--- config.mk ---
export PLATFORM = sky130hd
export DESIGN_NAME = pmsr_regs
export DESIGN_NICKNAME = d
export VERILOG_FILES = /design/src/common/pmsr_pkg.sv /design/src/common/pmsr_cnt_if.sv /design/src/logic/pmsr_event_counter.sv /design/src/logic/pmsr_regs.sv
export SDC_FILE = /design/constraint.sdc
export NUM_CORES = 1
export LEC_CHECK = 0
export CAP_MARGIN = 20
export CORE_MARGIN = 4
export CORE_UTILIZATION = 35
export CTS_BUF_LIST = sky130_fd_sc_hd__clkbuf_8
export DETAILED_ROUTE_END_ITERATION = 8
export DONT_BUFFER_PORTS = 1
export SYNTH_ARGS = -nofsm -noshare
export SYNTH_HDL_FRONTEND = slang
export SYNTH_SLANG_ARGS = --single-unit
--- constraint.sdc ---
create_clock -name CLK -period 1.7 [get_ports CLK]
set_input_delay 0.34 -clock CLK [delete_from_list [all_inputs] [get_ports CLK]]
set_output_delay 0.34 -clock CLK [all_outputs]
set_load 0.05 [all_outputs]
--- src/common/pmsr_pkg.sv ---
// ****************************************
// Package for the modem status register bank
// ****************************************
package pmsr_pkg;
    // Register offsets
    localparam logic [7:0] ADDR_BUFFER_POINTER = 8'h0d;
    localparam logic [7:0] ADDR_TX_BUFFER_BASE = 8'h0e;
    localparam logic [7:0] ADDR_RX_BUFFER_BASE = 8'h0f;
    localparam logic [7:0] ADDR_LAST_RX_START = 8'h10;
    localparam logic [7:0] ADDR_EVENT_MASK = 8'h11;
    localparam logic [7:0] ADDR_EVENT_FLAGS = 8'h12;
    localparam logic [7:0] ADDR_RX_PAYLOAD_LEN = 8'h13;
    localparam logic [7:0] ADDR_HDR_CNT_HIGH = 8'h14;
    localparam logic [7:0] ADDR_HDR_CNT_LOW = 8'h15;
    localparam logic [7:0] ADDR_PKT_CNT_HIGH = 8'h16;
    localparam logic [7:0] ADDR_PKT_CNT_LOW = 8'h17;
    localparam logic [7:0] ADDR_MODEM_STATE = 8'h18;
    localparam logic [7:0] ADDR_PACKET_SNR = 8'h19;
    // Reset values
    localparam logic [7:0] RST_TX_BUFFER_BASE = 8'h80;
    localparam logic [7:0] RST_RX_BUFFER_BASE = 8'h00;
    localparam logic [7:0] RST_BUFFER_POINTER = 8'h00;
    localparam logic [7:0] RST_EVENT_MASK = 8'h00;
    localparam logic [7:0] RST_EVENT_FLAGS = 8'h00;
    localparam logic [4:0] RST_MODEM_STATE_BITS = 5'h10;
    localparam logic [7:0] RST_ZERO_BYTE = 8'h00;
    // Flag bit positions
    localparam int BIT_RX_TIMEOUT = 7;
    localparam int BIT_RX_COMPLETE = 6;
    localparam int BIT_PAYLOAD_CHECK_FAIL = 5;
    localparam int BIT_GOOD_HEADER = 4;
    localparam int BIT_TX_COMPLETE = 3;
    localparam int BIT_DETECT_FINISHED = 2;
    localparam int BIT_HOP_CHANGE = 1;
    localparam int BIT_SIGNAL_FOUND = 0;
    // Modem status field positions
    localparam int POS_CODE_RATE = 5;
    localparam int POS_MODEM_CLEAR = 4;
    // Counter step
    localparam logic [15:0] CNT_STEP = 16'h0001;
    localparam logic [15:0] CNT_ZERO = 16'h0000;
endpackage : pmsr_pkg

--- src/common/pmsr_cnt_if.sv ---
`timescale 1ns/10ps
// ****************************************
// Counter control and value carrier
// ****************************************
interface pmsr_cnt_if;
    logic clear; // Synchronous clear
    logic step; // Count one event
    logic [15:0] value; // Present count
    modport owner (input clear, input step, output value);
    modport user (output clear, output step, input value);
endinterface : pmsr_cnt_if

--- src/logic/pmsr_event_counter.sv ---
`timescale 1ns/10ps
// ****************************************
// Sixteen bit event counter, clear wins
// ****************************************
module pmsr_event_counter (
    input wire logic CLK,
    input wire logic RESETN,
    pmsr_cnt_if.owner cnt
);
    import pmsr_pkg::*;
    logic [15:0] count_q; // Count register
    logic [15:0] count_d; // Next count
    // Clear has priority over step
    assign count_d = cnt.clear ? CNT_ZERO : (cnt.step ? count_q + CNT_STEP : count_q);
    assign cnt.value = count_q;
    // Count register
    always_ff @(posedge CLK or negedge RESETN) begin
        if (!RESETN) begin
            count_q <= CNT_ZERO;
        end else begin
            count_q <= count_d;
        end
    end
endmodule : pmsr_event_counter

--- src/logic/pmsr_regs.sv ---
`timescale 1ns/10ps
module pmsr_regs (
    input wire logic CLK,
    input wire logic RESETN,
    // Host register port, same clock domain
    input wire logic [7:0] REG_ADDR,
    input wire logic REG_WRITE,
    input wire logic REG_READ,
    input wire logic [7:0] REG_WDATA,
    output logic [7:0] REG_RDATA,
    output logic REG_RVALID,
    // Events from the modem datapath, one-cycle pulses
    input wire logic [7:0] EVENT_PULSES,
    input wire logic DETECT_ACTIVE,
    input wire logic SIGNAL_FOUND,
    // Packet results from the modem datapath
    input wire logic PACKET_RESULT_LOAD,
    input wire logic [7:0] LAST_RX_PACKET_START,
    input wire logic [7:0] RX_PAYLOAD_LENGTH,
    input wire logic [7:0] PACKET_SNR_QUARTER_DB,
    input wire logic HEADER_RESULT_LOAD,
    input wire logic [2:0] LAST_HEADER_CODE_RATE,
    input wire logic [3:0] MODEM_STATE_BITS,
    input wire logic MODEM_BUSY,
    input wire logic SLEEP_MODE,
    input wire logic RX_MODE_ENTRY,
    // Register contents toward the datapath
    output logic [7:0] TX_BUFFER_BASE,
    output logic [7:0] RX_BUFFER_BASE,
    output logic [7:0] BUFFER_ACCESS_POINTER,
    output logic IRQ_OUT
);
    import pmsr_pkg::*;

    // ****************************************
    // Decode
    // ****************************************
    wire sel_ptr = REG_ADDR == ADDR_BUFFER_POINTER; // Pointer select
    wire sel_tx = REG_ADDR == ADDR_TX_BUFFER_BASE; // Tx base select
    wire sel_rx = REG_ADDR == ADDR_RX_BUFFER_BASE; // Rx base select
    wire sel_mask = REG_ADDR == ADDR_EVENT_MASK; // Mask select
    wire sel_flags = REG_ADDR == ADDR_EVENT_FLAGS; // Flags select
    wire wr_ptr = REG_WRITE && sel_ptr; // Pointer write
    wire wr_tx = REG_WRITE && sel_tx; // Tx base write
    wire wr_rx = REG_WRITE && sel_rx; // Rx base write
    wire wr_mask = REG_WRITE && sel_mask; // Mask write
    wire wr_flags = REG_WRITE && sel_flags; // Flag clear write

    // ****************************************
    // Storage
    // ****************************************
    logic [7:0] tx_buffer_base_q; // Transmit base
    logic [7:0] rx_buffer_base_q; // Receive base
    logic [7:0] buffer_access_pointer_q; // Buffer pointer
    logic [7:0] event_mask_q; // Interrupt gates
    logic [7:0] event_flags_q; // Sticky flags
    logic [7:0] event_flags_d; // Next flags
    logic [7:0] event_set; // Hardware set terms
    logic [7:0] last_rx_packet_start_q; // Last packet start
    logic [7:0] rx_payload_length_q; // Payload length
    logic [7:0] packet_snr_q; // Packet SNR
    logic [2:0] code_rate_q; // Last header code rate
    logic [4:0] modem_state_bits_q; // Live status bits
    logic [7:0] rdata_q; // Read data
    logic rvalid_q; // Read answer strobe
    logic irq_q; // Interrupt output
    logic [7:0] rdata_d; // Read mux
    pmsr_cnt_if hdr_cnt (); // Header counter link
    pmsr_cnt_if pkt_cnt (); // Packet counter link

    // Signal found raised while detection runs, or directly by EVENT_PULSES bit 0
    assign event_set = {EVENT_PULSES[7:1],
        EVENT_PULSES[BIT_SIGNAL_FOUND] | (DETECT_ACTIVE & SIGNAL_FOUND)};
    // Set wins over a simultaneous host clear
    assign event_flags_d = (wr_flags ? (event_flags_q & ~REG_WDATA) : event_flags_q) | event_set;

    // ****************************************
    // Counters
    // ****************************************
    assign hdr_cnt.clear = SLEEP_MODE | RX_MODE_ENTRY;
    assign pkt_cnt.clear = SLEEP_MODE | RX_MODE_ENTRY;
    assign hdr_cnt.step = EVENT_PULSES[BIT_GOOD_HEADER];
    assign pkt_cnt.step = EVENT_PULSES[BIT_RX_COMPLETE] & ~EVENT_PULSES[BIT_PAYLOAD_CHECK_FAIL];

    // Header counter
    pmsr_event_counter u_hdr_cnt (
        .CLK(CLK),
        .RESETN(RESETN),
        .cnt(hdr_cnt)
    );
    // Packet counter
    pmsr_event_counter u_pkt_cnt (
        .CLK(CLK),
        .RESETN(RESETN),
        .cnt(pkt_cnt)
    );

    // ****************************************
    // Read mux
    // ****************************************
    always_comb begin
        rdata_d = RST_ZERO_BYTE;
        unique case (REG_ADDR)
            ADDR_BUFFER_POINTER: rdata_d = buffer_access_pointer_q;
            ADDR_TX_BUFFER_BASE: rdata_d = tx_buffer_base_q;
            ADDR_RX_BUFFER_BASE: rdata_d = rx_buffer_base_q;
            ADDR_LAST_RX_START: rdata_d = last_rx_packet_start_q;
            ADDR_EVENT_MASK: rdata_d = event_mask_q;
            ADDR_EVENT_FLAGS: rdata_d = event_flags_q;
            ADDR_RX_PAYLOAD_LEN: rdata_d = rx_payload_length_q;
            ADDR_HDR_CNT_HIGH: rdata_d = hdr_cnt.value[15:8];
            ADDR_HDR_CNT_LOW: rdata_d = hdr_cnt.value[7:0];
            ADDR_PKT_CNT_HIGH: rdata_d = pkt_cnt.value[15:8];
            ADDR_PKT_CNT_LOW: rdata_d = pkt_cnt.value[7:0];
            ADDR_MODEM_STATE: rdata_d = {code_rate_q, modem_state_bits_q};
            ADDR_PACKET_SNR: rdata_d = packet_snr_q;
            default: rdata_d = RST_ZERO_BYTE; // Unmapped reads zero
        endcase
    end

    // ****************************************
    // Host writable registers
    // ****************************************
    always_ff @(posedge CLK or negedge RESETN) begin
        if (!RESETN) begin
            tx_buffer_base_q <= RST_TX_BUFFER_BASE;
            rx_buffer_base_q <= RST_RX_BUFFER_BASE;
            buffer_access_pointer_q <= RST_BUFFER_POINTER;
            event_mask_q <= RST_EVENT_MASK;
        end else begin
            if (wr_tx) begin
                tx_buffer_base_q <= REG_WDATA;
            end
            if (wr_rx) begin
                rx_buffer_base_q <= REG_WDATA;
            end
            if (wr_ptr) begin
                buffer_access_pointer_q <= REG_WDATA;
            end
            if (wr_mask) begin
                event_mask_q <= REG_WDATA;
            end
        end
    end

    // ****************************************
    // Flags and interrupt
    // ****************************************
    always_ff @(posedge CLK or negedge RESETN) begin
        if (!RESETN) begin
            event_flags_q <= RST_EVENT_FLAGS;
            irq_q <= 1'b0;
        end else begin
            event_flags_q <= event_flags_d;
            // Masked bits never reach the interrupt
            irq_q <= |(event_flags_d & ~event_mask_q);
        end
    end

    // ****************************************
    // Packet results and status
    // ****************************************
    always_ff @(posedge CLK or negedge RESETN) begin
        if (!RESETN) begin
            last_rx_packet_start_q <= RST_ZERO_BYTE;
            rx_payload_length_q <= RST_ZERO_BYTE;
            packet_snr_q <= RST_ZERO_BYTE;
            code_rate_q <= 3'h0;
            modem_state_bits_q <= RST_MODEM_STATE_BITS;
        end else begin
            if (PACKET_RESULT_LOAD) begin
                last_rx_packet_start_q <= LAST_RX_PACKET_START;
                rx_payload_length_q <= RX_PAYLOAD_LENGTH;
                packet_snr_q <= PACKET_SNR_QUARTER_DB;
            end
            if (HEADER_RESULT_LOAD) begin
                code_rate_q <= LAST_HEADER_CODE_RATE;
            end
            // Modem clear is the inverse of busy
            modem_state_bits_q <= {~MODEM_BUSY, MODEM_STATE_BITS};
        end
    end

    // ****************************************
    // Read answer
    // ****************************************
    always_ff @(posedge CLK or negedge RESETN) begin
        if (!RESETN) begin
            rdata_q <= RST_ZERO_BYTE;
            rvalid_q <= 1'b0;
        end else begin
            rvalid_q <= REG_READ;
            if (REG_READ) begin
                rdata_q <= rdata_d;
            end
        end
    end

    // Every output comes straight from a register
    assign REG_RDATA = rdata_q;
    assign REG_RVALID = rvalid_q;
    assign TX_BUFFER_BASE = tx_buffer_base_q;
    assign RX_BUFFER_BASE = rx_buffer_base_q;
    assign BUFFER_ACCESS_POINTER = buffer_access_pointer_q;
    assign IRQ_OUT = irq_q;
endmodule : pmsr_regs

Yosys cells after proc, flatten, opt, wreduce, memory -nomap -nowiden
Cells that the tools add are included.
W data, S select, Z words.
{"block": "totals", "reg_bits": 114}
{"block": "op_classes", "n_bitwise": 11, "reduce_logical": 8, "muxes": 6, "eq_ne": 13, "add_sub_neg": 2}
{"op": "$pmux W8 S13", "n": 1}
{"op": "$eq A8 B5 Y1 const B", "n": 10}
{"op": "$mux W16", "n": 4}
{"op": "$add A16 B1 Y16 const B", "n": 2}
{"op": "$eq A8 B4 Y1 const B", "n": 3}
{"op": "$and A8 B8 Y8", "n": 2}
{"op": "$not A8 Y8", "n": 2}
{"op": "$mux W8", "n": 1}
{"op": "$or A8 B8 Y8", "n": 1}
{"op": "$reduce_or A8 Y1", "n": 1}
{"op": "$logic_and A1 B1 Y1", "n": 5}
{"op": "$reduce_bool A2 Y1", "n": 2}
{"op": "$and A1 B1 Y1", "n": 2}
{"op": "$not A1 Y1", "n": 2}
{"op": "$or A1 B1 Y1", "n": 2}

Logic depth before layout (Yosys ltp)
{"block": "logic_depth", "depth_word": 6, "ltp_mapped": 8, "mapped_depth_nobuf": 6}

Cells and area by module
From an unflattened synthesis, not the netlist that was laid out.
{"block": "hier_totals", "hier_cells": 486, "hier_area_um2": 5800.6}
{"mod": "pmsr_regs", "cells_each": 322, "seq_area_each_um2": 2054.5, "instances": 1, "area_per_inst_um2": 4056.4}
{"mod": "pmsr_event_counter", "cells_each": 82, "seq_area_each_um2": 400.4, "instances": 2, "area_per_inst_um2": 872.1}

Worst setup path before layout
Ideal clock, no wire load.
{"block": "synth_timing", "kind": "input -> register", "startpoint": "input REG_ADDR[5]", "endpoint": "register tx_buffer_base_q[0], in the netlist TX_BUFFER_BASE[0]", "arrival_time_ps": 1887, "path_slack_ps": -311, "n_path_buf": 2, "required_ps": 1575, "path_stages": 6, "path_cell_list": "or3_1 buf_2 or3_1 buf_2 nor2_4 mux2_2"}
{"block": "synth_between", "elab_chain_len": 2}
{"element": "start: declaration", "line_no": "pmsr_regs.sv:6", "source": "input wire logic [7:0] REG_ADDR,"}
{"element": "$eq A8 B4 Y1", "line_no": "pmsr_regs.sv:39", "source": "wire sel_tx = REG_ADDR == ADDR_TX_BUFFER_BASE;"}
{"element": "$logic_and A1 B1 Y1", "line_no": "pmsr_regs.sv:44", "source": "wire wr_tx = REG_WRITE && sel_tx;"}
{"element": "end signal: assignment", "line_no": "pmsr_regs.sv:126", "source": "tx_buffer_base_q <= RST_TX_BUFFER_BASE;"}
{"element": "end signal: assignment", "line_no": "pmsr_regs.sv:132", "source": "tx_buffer_base_q <= REG_WDATA;"}
{"element": "end: declaration", "line_no": "pmsr_regs.sv:52", "source": "logic [7:0] tx_buffer_base_q;"}
Every way passes these cells.
A chain may end at the register's enable or synchronous reset.

Worst setup path in the final report
{"block": "layout_timing", "startpoint": "register u_pkt_cnt.count_q[3], in the netlist u_pkt_cnt.cnt.value[3]", "endpoint": "register rdata_q[3], in the netlist REG_RDATA[3]"}
{"block": "layout_between", "elab_chain_len": 1}
{"element": "start: declaration", "line_no": "pmsr_event_counter.sv:11", "source": "logic [15:0] count_q;"}
{"element": "start signal: assignment", "line_no": "pmsr_event_counter.sv:21", "source": "count_q <= count_d;"}
{"element": "$pmux W8 S13", "line_no": "pmsr_regs.sv:103", "source": "unique case (REG_ADDR)"}
{"element": "end signal: assignment", "line_no": "pmsr_regs.sv:194", "source": "rdata_q <= rdata_d;"}
{"element": "end: declaration", "line_no": "pmsr_regs.sv:64", "source": "logic [7:0] rdata_q;"}
Every way passes these cells.

==> impl_metrics.csv <==
group,metric,value,unit
cells_and_area,final_area,6810,um2
logic_synthesis,ys_ff_latch,114,
logic_synthesis,synth_top_area_share,49.6,%
logic_synthesis,synth_area_leaders,"dfrtp_1, mux2_2, mux2i_1",
logic_synthesis,syn_area,5650,um2
die,coreArea,15800,um2
clock_tree,holdBufCountCts,11,
clock_tree,cts_buffers,17,
setup_path,r2r_start,"u_pkt_cnt.cnt.value[3]$_DFFE_PN0P_",
global_route,antenna_found_initial,0,
cells_and_area,antennaDiodeCount,0,
timing,fmax,592,MHz
clock_tree,clk_latency,0.44,ns
global_route,grt_usage,17.8,%
setup_path,critPathLaunchType,"flop",
die,die-height,135,um
logic_synthesis,synth_largest_area_cell,"dfrtp_1",
timing,post-route-period-util,99.3,%
setup_path,r2r_cells,4,
logic_synthesis,async_flop_share,100,%
flow_run,cap_violations,0,
timing,holdWs,-0.409,ns
drt,vias,4254,
pwr,ir_drop,657,uV
timing,finalCriticalPeriod,1.69,ns
setup_path,critPathKind,"reg -> reg",
logic_synthesis,syn_area_per_cell,11.3,um2
clock_tree,cts_sinks,114,
global_route,grt_start_max_net_pins,115,
global_route,grt_pass1_vias,4309,
logic_synthesis,synth_warnings,0,
drt,first_pass_iters,5,
pwr,p_leak,2.92,nW
logic_synthesis,synth_flop_cell,"dfrtp_1",
clock_tree,h-tree-depth,4,
clock_tree,cts_tree,"done",
placement,place_congestion,0.863,
setup_path,arrival,1.99,ns
placement,portBuffers,0,
cells_and_area,syn_to_final_growth,20.4,%
timing,slew_headroom,55.2,%
die,placementRows,46,
setup_path,crit_required,2.00,ns
drt,ant_nets,0,
setup_path,r2r_slack,0.01,ns
setup_path,critical_path.endpoint_type,"flop",
clock_tree,cts.reportedPaths.clkPinSlew,0.07,ns
timing,rsz0062_at_grt,"no",
logic_synthesis,yosysSeqAreaShare,50.5,%
cells_and_area,fin_nets,631,
drt,routedWlPerCell,20.0,um
placement,dp_hpwl,11.5,mm
logic_synthesis,synth_commonest_cells,"dfrtp_1, mux2_2, nor2_1",
clock_tree,post_cts_buffers,0,
pwr,p_per_area,913,nW/um2
die,initial_utilization,35.7,%
run_status,violations,"hold timing",
timing,finalMaxSlewViolations,0,
global_route,grt_overflow_total,0,
timing,max_slew.worst_pin.slew,0.673,ns
logic_synthesis,synthDistinctLibCells,54,
drt,routed_wirelength,15.8,mm
cells_and_area,layout-drive-gt1-share,30.1,%
die,ios,100,
logic_synthesis,syn_inst,501,
clock_tree,cts_buffer_depth,2,
setup_path,crit_fanout,4,
clock_tree,clockRootBuffer,"clkbuf_8",
drt,drtIter0Drc,418,
run_status,status,"complete, but fails checks",
timing,fin_skew,0.00936,ns
global_route,grt_pass1_wl,24.7,mm
die,fp.dieArea,18200,um2
drt,vias_per_cell,5.38,
placement,dpl-instance-area,6250,um2
setup_path,timing.rr.end,"REG_RDATA[3]$_DFFE_PN0P_",
die,die_w,135,um
logic_synthesis,synthesis.nets,569,
logic_synthesis,yosys.cell_count.top_type,"dfrtp_1",
drt,drc_errors,0,
timing,setup_viol,0,
logic_synthesis,synth-edff-count,0,
timing,hold_viol,114,
worst_hold_path,min-delay-path-class,"in -> async",
## area by class of cell
type	instances	area [um2]
sequential	114	2860
fill	1507	9020
clock buffer	20	275
tap	216	270
timing repair buffer	66	523
inverter	21	78.8
clock inverter	11	159
multi-input combinational	343	2650
## logic make-up after synthesis
kind of cell / synth area share, %
and+or+nand+nor: 13.1
DFF: 50.5
muxes: 19.1
AOI/OAI and AO/OA: 9.96
buffers and inverters: 3.05
xor gates and xnor gates: 3.87
adders and majority gates: 0.443
## where the power goes
group	switching, W	total [W]	internal [W]	leakage, nW
combinational	0.000270	0.000509	0.000238	1.24
clock	0.00111	0.00280	0.00169	0.228
sequential	0.0000751	0.00290	0.00283	1.46
## sequential cells by signal, summed over array words and instances (netlist names)
signal                  cells
code_rate_q                 3
packet_snr_q                8
last_rx_packet_start_q      8
TX_BUFFER_BASE              8
u_pkt_cnt.cnt.value        16
REG_RVALID                  1
event_flags_q               8
modem_state_bits_q          5
IRQ_OUT                     1
event_mask_q                8
BUFFER_ACCESS_POINTER       8
RX_BUFFER_BASE              8
u_hdr_cnt.cnt.value        16
REG_RDATA                   8
rx_payload_length_q         8
## placed cells by master (no fill, tap or decap), types with 12 or more instances in the layout
cell / instances
dfrtp_1: 112
nand4_1: 12
inv_1: 21
nor2_1: 38
nand2_1: 27
a21oi_1: 12
mux2_2: 67
clkbuf_8: 20
xor2_1: 14
buf_4: 55
mux2i_1: 21
o21ai_0: 13
## worst max-delay path, stage by stage, from the launching register on
cell	delay, ns
dfrtp_1	0.44
mux4_2	0.51
a32o_1	0.29
nor2_1	0.21
o22ai_1	0.10
## metal layers
layer	up-vias	track usage (%)	part of all wire, %
li1	1946	-	-
met4	0	4.93	0.99
met5	-	0	0
met3	14	5.74	7.5
met2	137	26.2	46
met1	2157	25.2	46
## repair_timing
action	CTS	global route
resized for setup	0	3
setup endpoints to repair	0	4
endpoints found under the hold margin	131	114
## through the flow
step	setup WS, ns	total power (W)	util, %	cells	TNS [ns]
final	0.0116	0.00621	43.0	791	0
after global routing	0.00841	0.00643	43.0	791	0
after CTS	0.0170	0.00626	42.9	791	0
after detailed placement	-0.414	0.00343	39.5	749	-11.44
after global placement	-0.372	0.00342	39.5	749	-11.15
after floorplan	-0.311	0.00332	-	501	-4.85
## worst max path at each step
stage	start	end	slack, ns	depth (start not counted)
2_1_floorplan	REG_ADDR[5]	TX_BUFFER_BASE[0]$_DFFE_PN0P_	-0.31	6
3_3_place_gp	REG_ADDR[5]	TX_BUFFER_BASE[3]$_DFFE_PN0P_	-0.37	5
3_5_place_dp	REG_ADDR[5]	TX_BUFFER_BASE[6]$_DFFE_PN0P_	-0.41	5
4_1_cts	u_pkt_cnt.cnt.value[14]$_DFFE_PN0P_	REG_RDATA[6]$_DFFE_PN0P_	0.02	5
5_1_grt	REG_ADDR[5]	TX_BUFFER_BASE[6]$_DFFE_PN0P_	0.008	5
6_report	u_pkt_cnt.cnt.value[3]$_DFFE_PN0P_	REG_RDATA[3]$_DFFE_PN0P_	0.01	4
Power figures use the tool's default switching activity.
